[src/cpvfm_pkg.sv]
// Purpose: Shared constants of the cell and pack voltage fault monitor
// Assumes: 8-bit registers, each on one aligned 32-bit word at 4 x index
// Notes: Register indices are kept as printed; byte address is index times four
package cpvfm_pkg;

  // ************************************************************
  // Bus
  // ************************************************************
  localparam int ADDR_W = 10;
  localparam int DATA_W = 32;
  localparam int REG_W = 8;
  localparam logic [1:0] RESP_OKAY = 2'h0;
  localparam logic [1:0] RESP_SLVERR = 2'h2;

  // ************************************************************
  // Register indices
  // ************************************************************
  localparam logic [7:0] IDX_SCAN_CTRL = 8'h01;
  localparam logic [7:0] IDX_FAULT_CLEAR = 8'h02;
  localparam logic [7:0] IDX_CELL_OV_THR = 8'h06;
  localparam logic [7:0] IDX_CELL_UV_THR = 8'h07;
  localparam logic [7:0] IDX_PACK_OV_THR = 8'h20;
  localparam logic [7:0] IDX_PACK_UV_THR = 8'h21;
  localparam logic [7:0] IDX_SWITCH_CTRL = 8'h24;
  localparam logic [7:0] IDX_CELL_RES = 8'h31;
  localparam logic [7:0] IDX_CELL_RES_LAST = 8'h4F;
  localparam logic [7:0] IDX_PACK_RES = 8'h5C;
  localparam logic [7:0] IDX_CELL_STAT = 8'h63;
  localparam logic [7:0] IDX_PACK_STAT = 8'h65;
  localparam logic [7:0] IDX_CELL_MASK = 8'h83;
  localparam logic [7:0] IDX_PACK_MASK = 8'h85;
  localparam int CELL_SLOTS = 31;
  localparam int CELL_IW = 5;

  // ************************************************************
  // Field positions
  // ************************************************************
  localparam int TRIG_BIT = 0;
  localparam int SCAN_SEL_BIT = 1;
  localparam int BUSY_BIT = 7;
  localparam int CLEAR_ALL_BIT = 1;
  localparam int CHARGE_SW_BIT = 0;
  localparam int DISCHARGE_SW_BIT = 1;
  localparam int PACK_AUTO_BIT = 3;
  localparam int CELL_AUTO_BIT = 4;
  localparam int CELL_HIGH_BIT = 0;
  localparam int CELL_LOW_BIT = 1;
  localparam int PACK_LOW_BIT = 6;
  localparam int PACK_HIGH_BIT = 7;

  // Condition order inside the flag vector
  localparam int COND_CELL_HIGH = 0;
  localparam int COND_CELL_LOW = 1;
  localparam int COND_PACK_LOW = 2;
  localparam int COND_PACK_HIGH = 3;
  localparam int NUM_COND = 4;

  // ************************************************************
  // Reset values
  // ************************************************************
  localparam logic [7:0] RST_MASK = 8'hFF;
  localparam logic [7:0] RST_SWITCH = 8'h00;
  localparam logic [7:0] RST_UV_THR = 8'h00;
  localparam logic [7:0] RST_OV_THR = 8'hFF;
  localparam logic [7:0] RST_SCAN = 8'h00;

endpackage

[src/cpvfm_fault_filter.sv]
// Purpose: Consecutive-violation filter for one fault condition
// Assumes: Sample pulses once per finished scan
// Notes: Commanded scans bypass the count
module cpvfm_fault_filter #(
  parameter int FILTER_COUNT = 3
) (
  // Clock and reset
  input wire logic aclk,
  input wire logic aresetn,
  // Sample
  input wire logic sample,
  input wire logic bypass,
  input wire logic violation,
  // Result
  output logic detect
);

  localparam int CNT_W = $clog2(FILTER_COUNT + 1);

  if (FILTER_COUNT < 1) begin : g_chk
    $error("FILTER_COUNT must be at least one");
  end

  typedef struct packed {
    logic [CNT_W-1:0] cnt;
  } cpvfm_filt_state_t;

  cpvfm_filt_state_t st_ff;
  cpvfm_filt_state_t nxt_st;
  logic at_limit;

  assign at_limit = st_ff.cnt == CNT_W'(FILTER_COUNT - 1);
  assign detect = sample && violation && (bypass || at_limit); // [RULE_22]

  always_comb begin
    nxt_st = st_ff;
    if (sample) begin
      // Saturate so a lasting violation keeps reporting every scan
      if (bypass || !violation) begin
        nxt_st.cnt = '0;
      end else if (!at_limit) begin
        nxt_st.cnt = st_ff.cnt + CNT_W'(1);
      end
    end
  end

  always_ff @(posedge aclk) begin
    if (!aresetn) begin
      st_ff <= '0;
    end else begin
      st_ff <= nxt_st;
    end
  end

endmodule

[src/cpvfm_monitor.sv]
// Purpose: Cell and pack voltage fault monitor with AXI4-Lite registers
// Assumes: Measurement engine on aclk; 10 MHz clock
// Notes: Byte address is four times the register index
// Functional notes
// [RULE_01] After a scan every cell and the pack are compared, flags set after filter
// [RULE_02] Any cell or pack below its low threshold raises a low-voltage fault
// [RULE_03] Pack low threshold has its own register, apart from the cell one
// [RULE_04] Host runs a full scan before judging any fault flag
// [RULE_05] Cell low fault in status bit 0x63.1, pack low in 0x65.6
// [RULE_06] Low faults reach the alert pin only with their gate bit cleared
// [RULE_07] High faults reach the alert pin only with their gate bit cleared
// [RULE_08] Host polls the status or reacts to the alert pin
// [RULE_09] Host sets its own fault flag on a low flag and reacts
// [RULE_10] Host reacts by clearing discharge or charge switch enables
// [RULE_11] Self-test: host sets low thresholds above the highest reading
// [RULE_12] Host reads cell and pack results to pick the thresholds
// [RULE_13] Forced-fault scan must set the flag, else host alerts
// [RULE_14] Clear-all bit clears latched faults; host sets no-fault thresholds
// [RULE_15] No-fault scan must leave the flag clear, else host alerts
// [RULE_16] With auto bits set, faults switch the power switches off
// [RULE_17] On a fault the device isolates the pack itself and alerts; here only with the group's auto bit set, alert only when unmasked
// [RULE_18] Host fetches measurements and checks them against its own limits
// [RULE_19] Host redundant check isolates the pack and alerts on fault
// [RULE_20] Host compares cell sum with pack reading
// [RULE_21] Host sets scan select, clears then sets trigger to start scan
// [RULE_22] Consecutive filtering only in continuous mode, bypassed on full scan
// [RULE_23] Cell high fault in bit 0x63.0, pack high in 0x65.7
// [RULE_24] Fault flags stay latched until the clear-all bit is written
// [RULE_25] Alert drops once no unmasked flag remains
//
// The AXI4-Lite register port was left to the implementer.
module cpvfm_monitor #(
  parameter int NUM_CELLS = 8,
  parameter int FILTER_COUNT = 3
) (
  // Clock and reset
  input wire logic aclk,
  input wire logic aresetn,
  // AXI4-Lite write address
  input wire logic [cpvfm_pkg::ADDR_W-1:0] awaddr,
  input wire logic awvalid,
  output logic awready,
  // AXI4-Lite write data
  input wire logic [cpvfm_pkg::DATA_W-1:0] wdata,
  input wire logic [3:0] wstrb,
  input wire logic wvalid,
  output logic wready,
  // AXI4-Lite write response
  output logic [1:0] bresp,
  output logic bvalid,
  input wire logic bready,
  // AXI4-Lite read address
  input wire logic [cpvfm_pkg::ADDR_W-1:0] araddr,
  input wire logic arvalid,
  output logic arready,
  // AXI4-Lite read data
  output logic [cpvfm_pkg::DATA_W-1:0] rdata,
  output logic [1:0] rresp,
  output logic rvalid,
  input wire logic rready,
  // Measurement engine
  output logic adc_start,
  input wire logic adc_done,
  input wire logic [NUM_CELLS*8-1:0] adc_cells,
  input wire logic [7:0] adc_pack,
  // Protection outputs
  output logic alert,
  output logic discharge_switch_enable,
  output logic charge_switch_enable
);

  // ************************************************************
  // Checks and state
  // ************************************************************
  if (NUM_CELLS < 1 || NUM_CELLS > cpvfm_pkg::CELL_SLOTS) begin : g_chk
    $error("NUM_CELLS out of range");
  end

  typedef struct packed {
    logic aw_have;
    logic [cpvfm_pkg::ADDR_W-1:0] aw_addr;
    logic w_have;
    logic [7:0] w_byte;
    logic w_lane;
    logic bvalid;
    logic [1:0] bresp;
    logic rvalid;
    logic [7:0] rbyte;
    logic [1:0] rresp;
    logic [7:0] scan_ctrl;
    logic [7:0] cell_ov_thr;
    logic [7:0] cell_uv_thr;
    logic [7:0] pack_ov_thr;
    logic [7:0] pack_uv_thr;
    logic [7:0] switch_ctrl;
    logic [7:0] cell_mask;
    logic [7:0] pack_mask;
    logic [NUM_CELLS-1:0][7:0] cell_res;
    logic [7:0] pack_res;
    logic [cpvfm_pkg::NUM_COND-1:0] flags;
    logic busy;
    logic full_scan;
    logic adc_start;
    logic alert;
  } cpvfm_state_t;

  cpvfm_state_t st_ff;
  cpvfm_state_t nxt_st;

  logic [7:0] ar_idx;
  logic [7:0] wr_idx;
  logic do_write;
  logic wr_lane;
  logic clear_all;
  logic full_req;
  logic sample;
  logic [cpvfm_pkg::NUM_COND-1:0] viol;
  logic [cpvfm_pkg::NUM_COND-1:0] det;
  logic [cpvfm_pkg::NUM_COND-1:0] gate_now;

  // ************************************************************
  // Register decode helpers
  // ************************************************************
  function automatic logic cell_hit(input logic [7:0] idx);
    logic [7:0] off;
    off = idx - cpvfm_pkg::IDX_CELL_RES;
    cell_hit = (idx >= cpvfm_pkg::IDX_CELL_RES) && (off < 8'(NUM_CELLS));
  endfunction

  function automatic logic is_mapped(input logic [7:0] idx);
    case (idx)
      cpvfm_pkg::IDX_SCAN_CTRL, cpvfm_pkg::IDX_FAULT_CLEAR,
      cpvfm_pkg::IDX_CELL_OV_THR, cpvfm_pkg::IDX_CELL_UV_THR,
      cpvfm_pkg::IDX_PACK_OV_THR, cpvfm_pkg::IDX_PACK_UV_THR,
      cpvfm_pkg::IDX_SWITCH_CTRL, cpvfm_pkg::IDX_PACK_RES,
      cpvfm_pkg::IDX_CELL_STAT, cpvfm_pkg::IDX_PACK_STAT,
      cpvfm_pkg::IDX_CELL_MASK, cpvfm_pkg::IDX_PACK_MASK: is_mapped = 1'b1;
      default: is_mapped = cell_hit(idx);
    endcase
  endfunction

  function automatic logic [7:0] read_byte(input logic [7:0] idx, input cpvfm_state_t s);
    logic [7:0] off;
    logic [7:0] v;
    off = idx - cpvfm_pkg::IDX_CELL_RES;
    v = 8'h00;
    case (idx)
      cpvfm_pkg::IDX_SCAN_CTRL: begin
        v = s.scan_ctrl;
        v[cpvfm_pkg::BUSY_BIT] = s.busy;
      end
      cpvfm_pkg::IDX_CELL_OV_THR: v = s.cell_ov_thr;
      cpvfm_pkg::IDX_CELL_UV_THR: v = s.cell_uv_thr;
      cpvfm_pkg::IDX_PACK_OV_THR: v = s.pack_ov_thr;
      cpvfm_pkg::IDX_PACK_UV_THR: v = s.pack_uv_thr;
      cpvfm_pkg::IDX_SWITCH_CTRL: v = s.switch_ctrl;
      cpvfm_pkg::IDX_PACK_RES: v = s.pack_res;
      cpvfm_pkg::IDX_CELL_STAT: begin
        v[cpvfm_pkg::CELL_HIGH_BIT] = s.flags[cpvfm_pkg::COND_CELL_HIGH]; // [RULE_23]
        v[cpvfm_pkg::CELL_LOW_BIT] = s.flags[cpvfm_pkg::COND_CELL_LOW]; // [RULE_05]
      end
      cpvfm_pkg::IDX_PACK_STAT: begin
        v[cpvfm_pkg::PACK_LOW_BIT] = s.flags[cpvfm_pkg::COND_PACK_LOW]; // [RULE_05]
        v[cpvfm_pkg::PACK_HIGH_BIT] = s.flags[cpvfm_pkg::COND_PACK_HIGH]; // [RULE_23]
      end
      cpvfm_pkg::IDX_CELL_MASK: v = s.cell_mask;
      cpvfm_pkg::IDX_PACK_MASK: v = s.pack_mask;
      default: begin
        if (cell_hit(idx)) begin
          v = s.cell_res[off[cpvfm_pkg::CELL_IW-1:0]]; // [RULE_18]
        end
      end
    endcase
    read_byte = v;
  endfunction

  function automatic logic [cpvfm_pkg::NUM_COND-1:0] gates(input logic [7:0] cm,
                                                          input logic [7:0] pm);
    logic [cpvfm_pkg::NUM_COND-1:0] g;
    g = '0;
    g[cpvfm_pkg::COND_CELL_HIGH] = cm[cpvfm_pkg::CELL_HIGH_BIT];
    g[cpvfm_pkg::COND_CELL_LOW] = cm[cpvfm_pkg::CELL_LOW_BIT];
    g[cpvfm_pkg::COND_PACK_LOW] = pm[cpvfm_pkg::PACK_LOW_BIT];
    g[cpvfm_pkg::COND_PACK_HIGH] = pm[cpvfm_pkg::PACK_HIGH_BIT];
    gates = g;
  endfunction

  // ************************************************************
  // Compare and filter
  // ************************************************************
  cpvfm_threshold_cmp #(.NUM_CELLS(NUM_CELLS)) u_cmp (
    .cells(adc_cells),
    .pack(adc_pack),
    .cell_uv_thr(st_ff.cell_uv_thr),
    .cell_ov_thr(st_ff.cell_ov_thr),
    .pack_uv_thr(st_ff.pack_uv_thr),
    .pack_ov_thr(st_ff.pack_ov_thr),
    .cell_low(viol[cpvfm_pkg::COND_CELL_LOW]),
    .cell_high(viol[cpvfm_pkg::COND_CELL_HIGH]),
    .pack_low(viol[cpvfm_pkg::COND_PACK_LOW]),
    .pack_high(viol[cpvfm_pkg::COND_PACK_HIGH])
  );

  assign sample = st_ff.busy && adc_done;

  for (genvar c = 0; c < cpvfm_pkg::NUM_COND; c++) begin : g_filt
    cpvfm_fault_filter #(.FILTER_COUNT(FILTER_COUNT)) u_filt (
      .aclk(aclk),
      .aresetn(aresetn),
      .sample(sample),
      .bypass(st_ff.full_scan), // [RULE_22]
      .violation(viol[c]),
      .detect(det[c])
    );
  end

  // ************************************************************
  // Bus handshake and next state
  // ************************************************************
  assign awready = !st_ff.aw_have && !st_ff.bvalid;
  assign wready = !st_ff.w_have && !st_ff.bvalid;
  assign arready = !st_ff.rvalid;
  assign ar_idx = araddr[cpvfm_pkg::ADDR_W-1:2];
  assign wr_idx = st_ff.aw_addr[cpvfm_pkg::ADDR_W-1:2];
  assign do_write = st_ff.aw_have && st_ff.w_have;
  assign wr_lane = do_write && st_ff.w_lane;
  assign clear_all = wr_lane && (wr_idx == cpvfm_pkg::IDX_FAULT_CLEAR)
                     && st_ff.w_byte[cpvfm_pkg::CLEAR_ALL_BIT];
  assign full_req = wr_lane && (wr_idx == cpvfm_pkg::IDX_SCAN_CTRL)
                    && !st_ff.scan_ctrl[cpvfm_pkg::TRIG_BIT]
                    && st_ff.w_byte[cpvfm_pkg::TRIG_BIT]
                    && st_ff.w_byte[cpvfm_pkg::SCAN_SEL_BIT];
  assign gate_now = gates(st_ff.cell_mask, st_ff.pack_mask);

  always_comb begin
    nxt_st = st_ff;
    nxt_st.adc_start = 1'b0;
    if (awvalid && awready) begin
      nxt_st.aw_have = 1'b1;
      nxt_st.aw_addr = awaddr;
    end
    if (wvalid && wready) begin
      nxt_st.w_have = 1'b1;
      nxt_st.w_byte = wdata[7:0];
      nxt_st.w_lane = wstrb[0];
    end
    if (st_ff.bvalid && bready) begin
      nxt_st.bvalid = 1'b0;
    end
    if (st_ff.rvalid && rready) begin
      nxt_st.rvalid = 1'b0;
    end
    if (arvalid && arready) begin
      nxt_st.rvalid = 1'b1;
      nxt_st.rbyte = read_byte(ar_idx, st_ff);
      nxt_st.rresp = is_mapped(ar_idx) ? cpvfm_pkg::RESP_OKAY : cpvfm_pkg::RESP_SLVERR;
    end
    if (do_write) begin
      nxt_st.aw_have = 1'b0;
      nxt_st.w_have = 1'b0;
      nxt_st.bvalid = 1'b1;
      nxt_st.bresp = is_mapped(wr_idx) ? cpvfm_pkg::RESP_OKAY : cpvfm_pkg::RESP_SLVERR;
      if (st_ff.w_lane) begin
        case (wr_idx)
          cpvfm_pkg::IDX_SCAN_CTRL: nxt_st.scan_ctrl = st_ff.w_byte;
          cpvfm_pkg::IDX_CELL_OV_THR: nxt_st.cell_ov_thr = st_ff.w_byte;
          cpvfm_pkg::IDX_CELL_UV_THR: nxt_st.cell_uv_thr = st_ff.w_byte;
          cpvfm_pkg::IDX_PACK_OV_THR: nxt_st.pack_ov_thr = st_ff.w_byte;
          cpvfm_pkg::IDX_PACK_UV_THR: nxt_st.pack_uv_thr = st_ff.w_byte; // [RULE_03]
          cpvfm_pkg::IDX_SWITCH_CTRL: nxt_st.switch_ctrl = st_ff.w_byte;
          cpvfm_pkg::IDX_CELL_MASK: nxt_st.cell_mask = st_ff.w_byte;
          cpvfm_pkg::IDX_PACK_MASK: nxt_st.pack_mask = st_ff.w_byte;
          default: nxt_st.scan_ctrl = nxt_st.scan_ctrl;
        endcase
      end
    end
    // Scan launch; a commanded scan that lands while busy is dropped
    if (!st_ff.busy && (full_req || (st_ff.scan_ctrl[cpvfm_pkg::TRIG_BIT]
        && !st_ff.scan_ctrl[cpvfm_pkg::SCAN_SEL_BIT]))) begin
      nxt_st.busy = 1'b1;
      nxt_st.full_scan = full_req;
      nxt_st.adc_start = 1'b1;
    end
    if (sample) begin
      nxt_st.busy = 1'b0;
      nxt_st.cell_res = adc_cells;
      nxt_st.pack_res = adc_pack;
    end
    // A detection in the clearing cycle survives the clear
    nxt_st.flags = (st_ff.flags & ~{cpvfm_pkg::NUM_COND{clear_all}}) | det; // [RULE_24] [RULE_14]
    // Hardware isolation overrides a software write in the same cycle
    if (((det[cpvfm_pkg::COND_CELL_LOW] || det[cpvfm_pkg::COND_CELL_HIGH])
         && nxt_st.switch_ctrl[cpvfm_pkg::CELL_AUTO_BIT])
        || ((det[cpvfm_pkg::COND_PACK_LOW] || det[cpvfm_pkg::COND_PACK_HIGH])
         && nxt_st.switch_ctrl[cpvfm_pkg::PACK_AUTO_BIT])) begin
      nxt_st.switch_ctrl[cpvfm_pkg::DISCHARGE_SW_BIT] = 1'b0; // [RULE_16] [RULE_17]
      nxt_st.switch_ctrl[cpvfm_pkg::CHARGE_SW_BIT] = 1'b0; // [RULE_16]
    end
    nxt_st.alert = |(nxt_st.flags & ~gates(nxt_st.cell_mask, nxt_st.pack_mask)); // [RULE_06] [RULE_07] [RULE_25]
  end

  always_ff @(posedge aclk) begin
    if (!aresetn) begin
      st_ff <= '0;
      st_ff.scan_ctrl <= cpvfm_pkg::RST_SCAN;
      st_ff.cell_ov_thr <= cpvfm_pkg::RST_OV_THR;
      st_ff.pack_ov_thr <= cpvfm_pkg::RST_OV_THR;
      st_ff.cell_uv_thr <= cpvfm_pkg::RST_UV_THR;
      st_ff.pack_uv_thr <= cpvfm_pkg::RST_UV_THR;
      st_ff.switch_ctrl <= cpvfm_pkg::RST_SWITCH;
      st_ff.cell_mask <= cpvfm_pkg::RST_MASK;
      st_ff.pack_mask <= cpvfm_pkg::RST_MASK;
    end else begin
      st_ff <= nxt_st;
    end
  end

  // ************************************************************
  // Outputs
  // ************************************************************
  assign bvalid = st_ff.bvalid;
  assign bresp = st_ff.bresp;
  assign rvalid = st_ff.rvalid;
  assign rresp = st_ff.rresp;
  assign rdata = {24'h000000, st_ff.rbyte};
  assign adc_start = st_ff.adc_start;
  assign alert = st_ff.alert;
  assign discharge_switch_enable = st_ff.switch_ctrl[cpvfm_pkg::DISCHARGE_SW_BIT];
  assign charge_switch_enable = st_ff.switch_ctrl[cpvfm_pkg::CHARGE_SW_BIT];
endmodule

[src/cpvfm_threshold_cmp.sv]
// Purpose: Compare one result set against the cell and pack thresholds
// Assumes: Unsigned 8-bit codes; purely combinational
// Notes: Low means strictly below, high means strictly above
module cpvfm_threshold_cmp #(
  parameter int NUM_CELLS = 8
) (
  // Results
  input wire logic [NUM_CELLS-1:0][7:0] cells,
  input wire logic [7:0] pack,
  // Thresholds
  input wire logic [7:0] cell_uv_thr,
  input wire logic [7:0] cell_ov_thr,
  input wire logic [7:0] pack_uv_thr,
  input wire logic [7:0] pack_ov_thr,
  // Violations
  output logic cell_low,
  output logic cell_high,
  output logic pack_low,
  output logic pack_high
);

  logic [NUM_CELLS-1:0] below;
  logic [NUM_CELLS-1:0] above;

  // ************************************************************
  // Per-cell compare
  // ************************************************************
  for (genvar i = 0; i < NUM_CELLS; i++) begin : g_cell
    assign below[i] = cells[i] < cell_uv_thr; // [RULE_01]
    assign above[i] = cells[i] > cell_ov_thr;
  end

  assign cell_low = |below; // [RULE_02]
  assign cell_high = |above;
  assign pack_low = pack < pack_uv_thr; // [RULE_03]
  assign pack_high = pack > pack_ov_thr;

endmodule
[config.mk]
export PLATFORM = sky130hd
export DESIGN_NAME = cpvfm_monitor
export DESIGN_NICKNAME = d
export VERILOG_FILES = /design/src/cpvfm_pkg.sv /design/src/cpvfm_fault_filter.sv /design/src/cpvfm_monitor.sv /design/src/cpvfm_threshold_cmp.sv
export SDC_FILE = /design/constraint.sdc
export NUM_CORES = 1
export LEC_CHECK = 0
export BUFFER_PORTS_ARGS = -buffer_cell sky130_fd_sc_hd__buf_2
export CORE_ASPECT_RATIO = 1.5
export CORE_UTILIZATION = 40
export CTS_BUF_LIST = sky130_fd_sc_hd__clkbuf_8
export DETAILED_ROUTE_END_ITERATION = 8
export PLACE_DENSITY = 0.56
export SETUP_SLACK_MARGIN = 0.1
export SLEW_MARGIN = 10
export SYNTH_ARGS = -nofsm -noshare
export SYNTH_HDL_FRONTEND = slang
export SYNTH_HIERARCHICAL = 1
export SYNTH_SLANG_ARGS = --single-unit
[constraint.sdc]
create_clock -name aclk -period 3.5 [get_ports aclk]
set_clock_uncertainty 0.1 [all_clocks]
set_input_delay 0.175 -clock aclk [delete_from_list [all_inputs] [get_ports aclk]]
set_output_delay 0.175 -clock aclk [all_outputs]
set_load 0.05 [all_outputs]
==> results.md, run 1 <==
Detailed routing:
- The first detailed-routing pass ran for 7 iterations.
- In the routed layout, each cell is associated on average with a via count of 5.46.
- Wires add up to 38700 um.
- The wire length per cell is 19.4 um.
- For this run, design rule violations remaining after detail routing come to 0.
- The first-iteration detailed-routing DRC count is 639.
- The via count is 10900.
- The number of nets with antenna violations after detailed routing is 0.

Worst setup path:
- The classification of the worst setup path is flip-flop to flip-flop.
- At the worst endpoint, the required time is 3840 ps.
- Traced cell by cell, the critical path runs through clkinvlp_4 -> ha_1 -> nor2b_1 -> o211ai_2 -> a21oi_1 -> a2111oi_0 -> o22ai_1 -> or3_1 -> o211a_1 -> nor2_2 -> o21ai_0 -> nor3_1.
- The worst setup path is captured at a flip-flop.
- The slack of the worst reg-to-reg path is 160 ps.
- The worst flop-to-flop path startpoint is st_ff[129].
- The worst path arrival time is 3680 ps.
- The capture point of the worst reg-to-reg path is charge_switch_enable.
- The startpoint type of the worst setup path is a flip-flop.
- The critical path's slowest cell is or3_1.
- Of all nets on the critical path, the largest fanout is 7.
- For this run, the slowest stage of the critical path takes 450 ps.
- Counting cells, the worst reg-to-reg path comes to 12.

Flow run:
- The max-capacitance violation count is 0.

Layout:
- The fraction of layout cells with a size suffix above 1 is 15.8%.
- The most common cell after layout, fill and taps aside is nand2_1.
- The net count of the finished layout is 1867.
- 0 antenna diodes ended up in the layout.
- After routing the design area is 14100 sq um.
- The count of filler cells inserted in the layout is 2827.
- In the layout the commonest cells are 257 x nand2_1, 181 x dfxtp_1, 154 x a21oi_1.
- The multi-input combinational cells in the finished layout cover a total of 7380 sq um.
- The layout overhead on the synthesized area is 21.3%.
- The finished layout holds 1991 standard cells, fillers aside.
- Registers take 3640 sq um.

GRT:
- The pin count of the biggest net entering global routing is 86.
- Global routing used 46.9% of the available met2 tracks.
- The overall routing resource usage is 26.4%.
- The initial antenna violation count is 0.
- The most used routing layer in global routing is met2.
- After global routing the overflow that remains totals 0.
- The global-route track usage on met1 is 30.3%.
- The first global-routing pass estimated 59100 um of wire.
- The number of global-route vias before repair came to 10500.
- The met3 layer usage reported by global route is 3.56%.

Place:
- In this run the tool buffered the top-level ports with 123 buffer cells.
- Timing analysis after detailed placement gives a worst setup slack of 224 ps.
- Once placement completed, the tool counted placed cells totaling 1847.
- The instance area at placement is 12600 sq um.
- Summed over all nets, the half-perimeter wirelength after detailed placement is 28100 um.
- Routability-driven placement finished with a final weighted congestion of 0.971.

STA:
- The setup slack of the critical path after layout is 156 ps.
- The setup TNS is 0 ps.
- The pin slew with the least headroom to its limit is 825 ps.
- Setup repair after global routing left no endpoint under its margin.
- Based on the critical path, the design can be clocked at up to 299 MHz.
- The final worst-path cycle share is 95.5%.
- The max-slew violation count came to 0.
- The relative slew slack is 45.0%.
- The minimum period implied by the final worst setup slack is 3340 ps.
- The final count of negative-setup-slack endpoints is 0.
- The number of hold violations in the final report is 0.

Floorplanning:
- In this run the vertical extent of the chip is 211 um.
- The starting utilization of the core area is 40.6%.
- Pin placement for this block handled 181 I/O pins.
- The number of rows created at floorplan is 76.
- The area of the die is 29800 sq um.
- In this run the standard cell core region covers 28700 sq um.
- The horizontal extent of the die is 141 um.

Clock tree:
- The maximum buffer depth of the clock tree is 2.
- The clock tree root buffer cell is clkbuf_8.
- At the later pin of the worst-skew pair, clock insertion delay measures 530 ps.
- The TritonCTS sink count is 182.
- The CTS tree is built.
- The H-tree was split into 4 levels.
- In this run, CTS created clock tree buffers numbering 17.
- The CTS clock-pin slew for the worst setup and hold paths is 100 ps.

Min path:
- The terminating pin of the worst hold path is st_ff[178].
- The worst hold path was traced through 3 stages.
- The startpoint of the most critical hold path is awvalid.
- The worst hold-check path type is primary input to flip-flop.

Pwr:
- The completed layout was analyzed and its total power is 0.00439 W.
- The standby leakage power is 6.23 nW.
- The power density normalized to cell area is 310 nW/um^2.
- The worst IR drop on VDD is 216 uV.

Logic synthesis:
- During synthesis, Yosys emitted a total of 6 warnings.
- Counting flops with an async set or reset pin after synthesis yields a share of 0%.
- The synthesized design contains 182 register bits.
- The predominant post-synthesis flop cell is dfxtp_1.
- The mean instance size in the synthesized netlist is 8.42 sq um.
- The cell area after synthesis is 11700 sq um.
- Counting flops with a built-in enable in the synthesized netlist gives 0.
- Yosys mapped the design onto 73 distinct sky130hd cell types.
- The cell count after synthesis came out at 1384.
- After synthesis, flip-flops and latches occupy 31.3% of the total area.

Outcome:
- The run finished with clean final reports.
critical path: cells and delay by family (launching register included):
| family | cells | cell delay, ps |
|---|---|---|
| compound gates | 6 | 1130 |
| simple gates | 4 | 1000 |
| flops | 1 | 390 |
| fa+ha+maj | 1 | 380 |
| buf+inv | 1 | 260 |
how the worst max path moves through the flow:
stage	start	endpoint	slack (ps)	cells past startpoint
finish	st_ff[129]	charge_switch_enable	160	12
global route	st_ff[129]	discharge_switch_enable	60	12
CTS	st_ff[129]	charge_switch_enable	190	12
detailed placement	st_ff[129]	charge_switch_enable	220	12
global placement	st_ff[129]	discharge_switch_enable	280	12
floorplan	araddr[2]	rdata[6]	910	10
metal layers:
metal | wire length [um] | share of wire (%) | vias up
li1 | - | - | 5288
met1 | 15600 | 40 | 5156
met2 | 19600 | 51 | 352
met3 | 1610 | 4.2 | 83
met4 | 1880 | 4.9 | 0
met5 | 0 | 0 | -
cell families after synthesis:
logic type,after synthesis,synth area share (%)
compound gates,309,16.2
buf+inv,160,6.44
fa+ha+maj,143,15.3
flops,182,31.3
other cells,1,0.0322
xor+xnor,3,0.225
simple gates,494,20.7
mux,92,9.79
sequential cells by signal, summed over array words and instances, names as in the netlist:
signal	flops
st_ff	154
g_filt.u_filt/st_ff	8
rdata	8
gate_now	4
adc_start	1
alert	1
bresp	1
bvalid	1
charge_switch_enable	1
discharge_switch_enable	1
rresp	1
rvalid	1
cells in the mapped netlist, drive strengths merged (11+ instances only):
library cell,number,share of area [%]
nand2,258,8.3
dfxtp,182,31
a21oi,156,6.8
ha,143,15
clkbuf,65,2.1
mux2i,63,5.4
nor2,61,2.0
inv,53,1.7
o21ai,49,2.1
buf,42,2.6
nand4,32,1.8
nand3,31,1.3
nor2b,25,1.7
mux4,16,3.1
mux2,13,1.3
a21o,12,0.77
and3,12,0.64
o211ai,11,0.88
cell type report:
| cell class | count | area share [%] |
|---|---|---|
| multi-input combinational | 1067 | 52.2 |
| sequential | 182 | 25.8 |
| timing repair buffer | 267 | 14.2 |
| tap | 390 | 3.45 |
| clock buffer | 18 | 1.75 |
| inverter | 53 | 1.50 |
| clock inverter | 14 | 1.16 |
per-stage QoR:
stage / utilization [%] / hold slack, ps
after floorplan: - / 174
after global placement: 43.7 / 269
after detailed placement: 43.7 / 265
after CTS: 49.0 / 20.0
after global routing: 49.2 / 76.4
final: 49.2 / 31.7
repair_timing:
item | CTS | global route
endpoints found under the hold margin | 95 | 0
resized for setup | 0 | 9
buffers inserted | 0 | 3
hold buffers | 109 | 0
setup endpoints to repair | 0 | 3
report_power, final:
| part | internal (W) | switching (W) | total [W] |
|---|---|---|---|
| Clock | 0.000672 | 0.000877 | 0.00155 |
| Sequential | 0.00209 | 0.0000466 | 0.00214 |
| Combinational | 0.000271 | 0.000426 | 0.000697 |
| Total | 0.00304 | 0.00135 | 0.00439 |
(Power assumes the default switching activity.)
==> run 2: changes to the inputs <==
- PLACE_DENSITY: 0.56 -> 0.6
==> results.md, run 2 (same netlist as run 1, synthesis figures left out) <==
Detailed routing:
- The via count is 10900.
- The wire length per cell is 19.6 um.
- The number of nets with antenna violations after detailed routing is 0.
- The first detailed-routing pass ran for 5 iterations.
- After detailed routing, the total wire length is 38600 um.
- The first-iteration detailed-routing DRC count is 600.
- The vias per cell is 5.51.
- For this run, design rule violations remaining after detail routing come to 0.

Clock tree:
- Clock-pin slew was measured on the worst setup and hold paths at 100 ps.
- The CTS tree is built.
- In this run, CTS created clock tree buffers numbering 17.
- The cell sitting at the root of the clock tree is a clkbuf_8.
- Clock latency on the worst-skew pair, taken at its later pin, is 510 ps.
- The maximum buffer depth of the clock tree is 2.
- The H-tree was split into 4 levels.
- The TritonCTS sink count is 182.

Layout:
- The area of all sequential standard cells is 3640 sq um.
- The largest register by flop count is st_ff.
- The register with the most flip-flops in the layout has 154 of them.
- The area growth from synthesis to layout is 19.5%.
- The layout net count is 1847.
- For this run, the share of the core covered by cells in the final layout is 48.5%.
- The library cells used most frequently in the layout, excluding fill and tap cells, are 257 x nand2_1, 182 x dfxtp_1, 154 x a21oi_1.
- The library cell used most frequently in the layout, excluding fill and tap cells, is nand2_1.
- Fill cells in the final layout number 2874.
- The multi-input combinational cells in the finished layout cover a total of 7360 sq um.
- Of the cells placed in the final design, the portion with a size suffix greater than 1 is 15.4%.

GRT:
- The initial antenna violation count is 1.
- The overall routing resource usage is 26.4%.
- The pin count of the biggest net entering global routing is 74.
- The wire length of the first global-routing pass is 58600 um.
- The number of global-route vias before repair is 10300.
- For this run the aggregate overflow at the end of global routing stands at 0.

Worst setup path:
- STA classifies the critical path endpoint as a flip-flop.
- The startpoint type of the worst setup path is a flip-flop.
- The largest fanout on the critical path is 5.
- The slack of the worst reg-to-reg path is 270 ps.
- The worst path arrival time is 3560 ps.
- The worst register-to-register path begins at st_ff[121].
- The worst reg2reg path depth is 13.
- The critical path in this run is classified as flip-flop to flip-flop.
- For the worst setup path, the data required time is 3830 ps.
- The capture point of the worst reg-to-reg path is charge_switch_enable.

Pwr:
- The cell-internal power is 0.00308 W.
- The switching share of power is 29.5%.
- In this run, the combinational gates consume 15.9% of the power.
- In this run, flip-flops and latches consume 49.0% of the power.
- The worst-case IR drop observed on VDD is 199 uV.
- The net switching power is 0.00129 W.
- Of the total power, the clock network draws 35.0%.
- The standby leakage power is 6.13 nW.
- The power density normalized to cell area is 314 nW/um^2.

STA:
- The number of hold violations in the final report was 0.
- The maximum achievable frequency is 309 MHz.
- In this run the tightest slew margin relative to its limit is 44.3%.
- The minimum period implied by the final worst setup slack is 3230 ps.
- At the pin with the least slew margin, the transition time is 833 ps.
- Setup repair after global routing left no endpoint under its margin.
- Dividing the final minimum period by the clock period gives 92.3%.
- The final count of negative-setup-slack endpoints is 0.
- The max-slew violation count is 0.
- Setup total negative slack on the finished layout was measured at 0 ps.

Floorplanning:
- The horizontal extent of the die is 141 um.
- During I/O placement, the number of pins put on the boundary was 181.
- The floorplan step defined a die boundary enclosing 29800 sq um.
- The initialized floorplan defines 76 standard-cell rows.
- The vertical extent of the die is 211 um.
- The starting utilization of the core area is 40.6%.
- The core box area is 28700 sq um.

Min path:
- The worst hold path begins at awvalid.
- The path with the worst hold slack has its endpoint at st_ff[178].
- Counting instances, the worst hold path has a depth of 3.
- The worst hold-check path type is primary input to flip-flop.

Outcome:
- The flow ran to the end, and the final reports show no timing, DRC or antenna violations.

Place:
- The HPWL after detailed placement is 28300 um.
- The placer's final routability congestion estimate is 0.937.
- The count of buffers from port buffering is 123.

Flow run:
- The max-capacitance violation count is 0.
-- run 2: how the worst max path moves through the flow --
stage | startpoint | endpoint | slack (ps) | depth (start not counted)
4_1_cts | st_ff[129] | charge_switch_enable | 210 | 12
5_1_grt | st_ff[129] | charge_switch_enable | 110 | 13
6_report | st_ff[121] | charge_switch_enable | 270 | 13
2_1_floorplan | araddr[2] | rdata[6] | 910 | 10
3_3_place_gp | st_ff[122] | charge_switch_enable | 330 | 13
3_5_place_dp | st_ff[129] | charge_switch_enable | 270 | 12
-- run 2: layout make-up --
| type | instances | share of cell area (%) |
|---|---|---|
| Antenna cell | 1 | 0.0180 |
| Inverter | 53 | 1.50 |
| Timing Repair Buffer | 247 | 13.1 |
| Clock buffer | 18 | 1.78 |
| Tap cell | 390 | 3.50 |
| Clock inverter | 12 | 1.11 |
| Sequential cell | 182 | 26.1 |
| Multi-Input combinational cell | 1067 | 52.8 |
-- run 2: per-stage QoR --
| step | total power (W) | std cells | cell area, sq um | setup slack, ps | hold WS, ps |
|---|---|---|---|---|---|
| after detailed placement | 0.00281 | 1844 | 12600 | 265 | 293 |
| after global placement | 0.00280 | 1844 | 12600 | 335 | 287 |
| after global routing | 0.00456 | 1970 | 13900 | 106 | 62.4 |
| after floorplan | 0.00260 | 1409 | 11800 | 906 | 174 |
| final | 0.00437 | 1970 | 13900 | 268 | 46.8 |
| after CTS | 0.00441 | 1966 | 13900 | 213 | 32.0 |
-- run 2: metal layers --
| layer | part of all wire, % | track usage [%] |
|---|---|---|
| met1 | 40 | 30.0 |
| met2 | 50 | 46.2 |
| met3 | 4.2 | 3.72 |
| met4 | 5.7 | 16.7 |
| met5 | 0 | 0 |
-- run 2: critical path, cell delays in order, from the launching register on --
cell	delay, ps
dfxtp_1	380
inv_1	220
ha_1	350
nand2_1	40
o21ai_0	280
a21oi_1	140
a31oi_1	250
nor4b_1	280
buf_4	170
nand4b_1	210
o211a_1	210
nor2_2	180
o21ai_0	120
nor3_1	220
-- run 2: timing repair --
action / CTS / global route
buffers inserted: 0 / 3
hold endpoints to repair: 91 / 0
gates resized for setup: 0 / 3
setup endpoints to repair: 0 / 2
hold buffers: 92 / 0
-- run 2: power groups by stage --
stage          logic (W)  registers (W)  clock network, W
2_1_floorplan   0.000441        0.00216                 0
3_3_place_gp    0.000604        0.00219                 0
3_5_place_dp    0.000614        0.00219                 0
4_1_cts         0.000694        0.00214           0.00157
5_1_grt         0.000759        0.00215           0.00166
6_report        0.000697        0.00215           0.00153
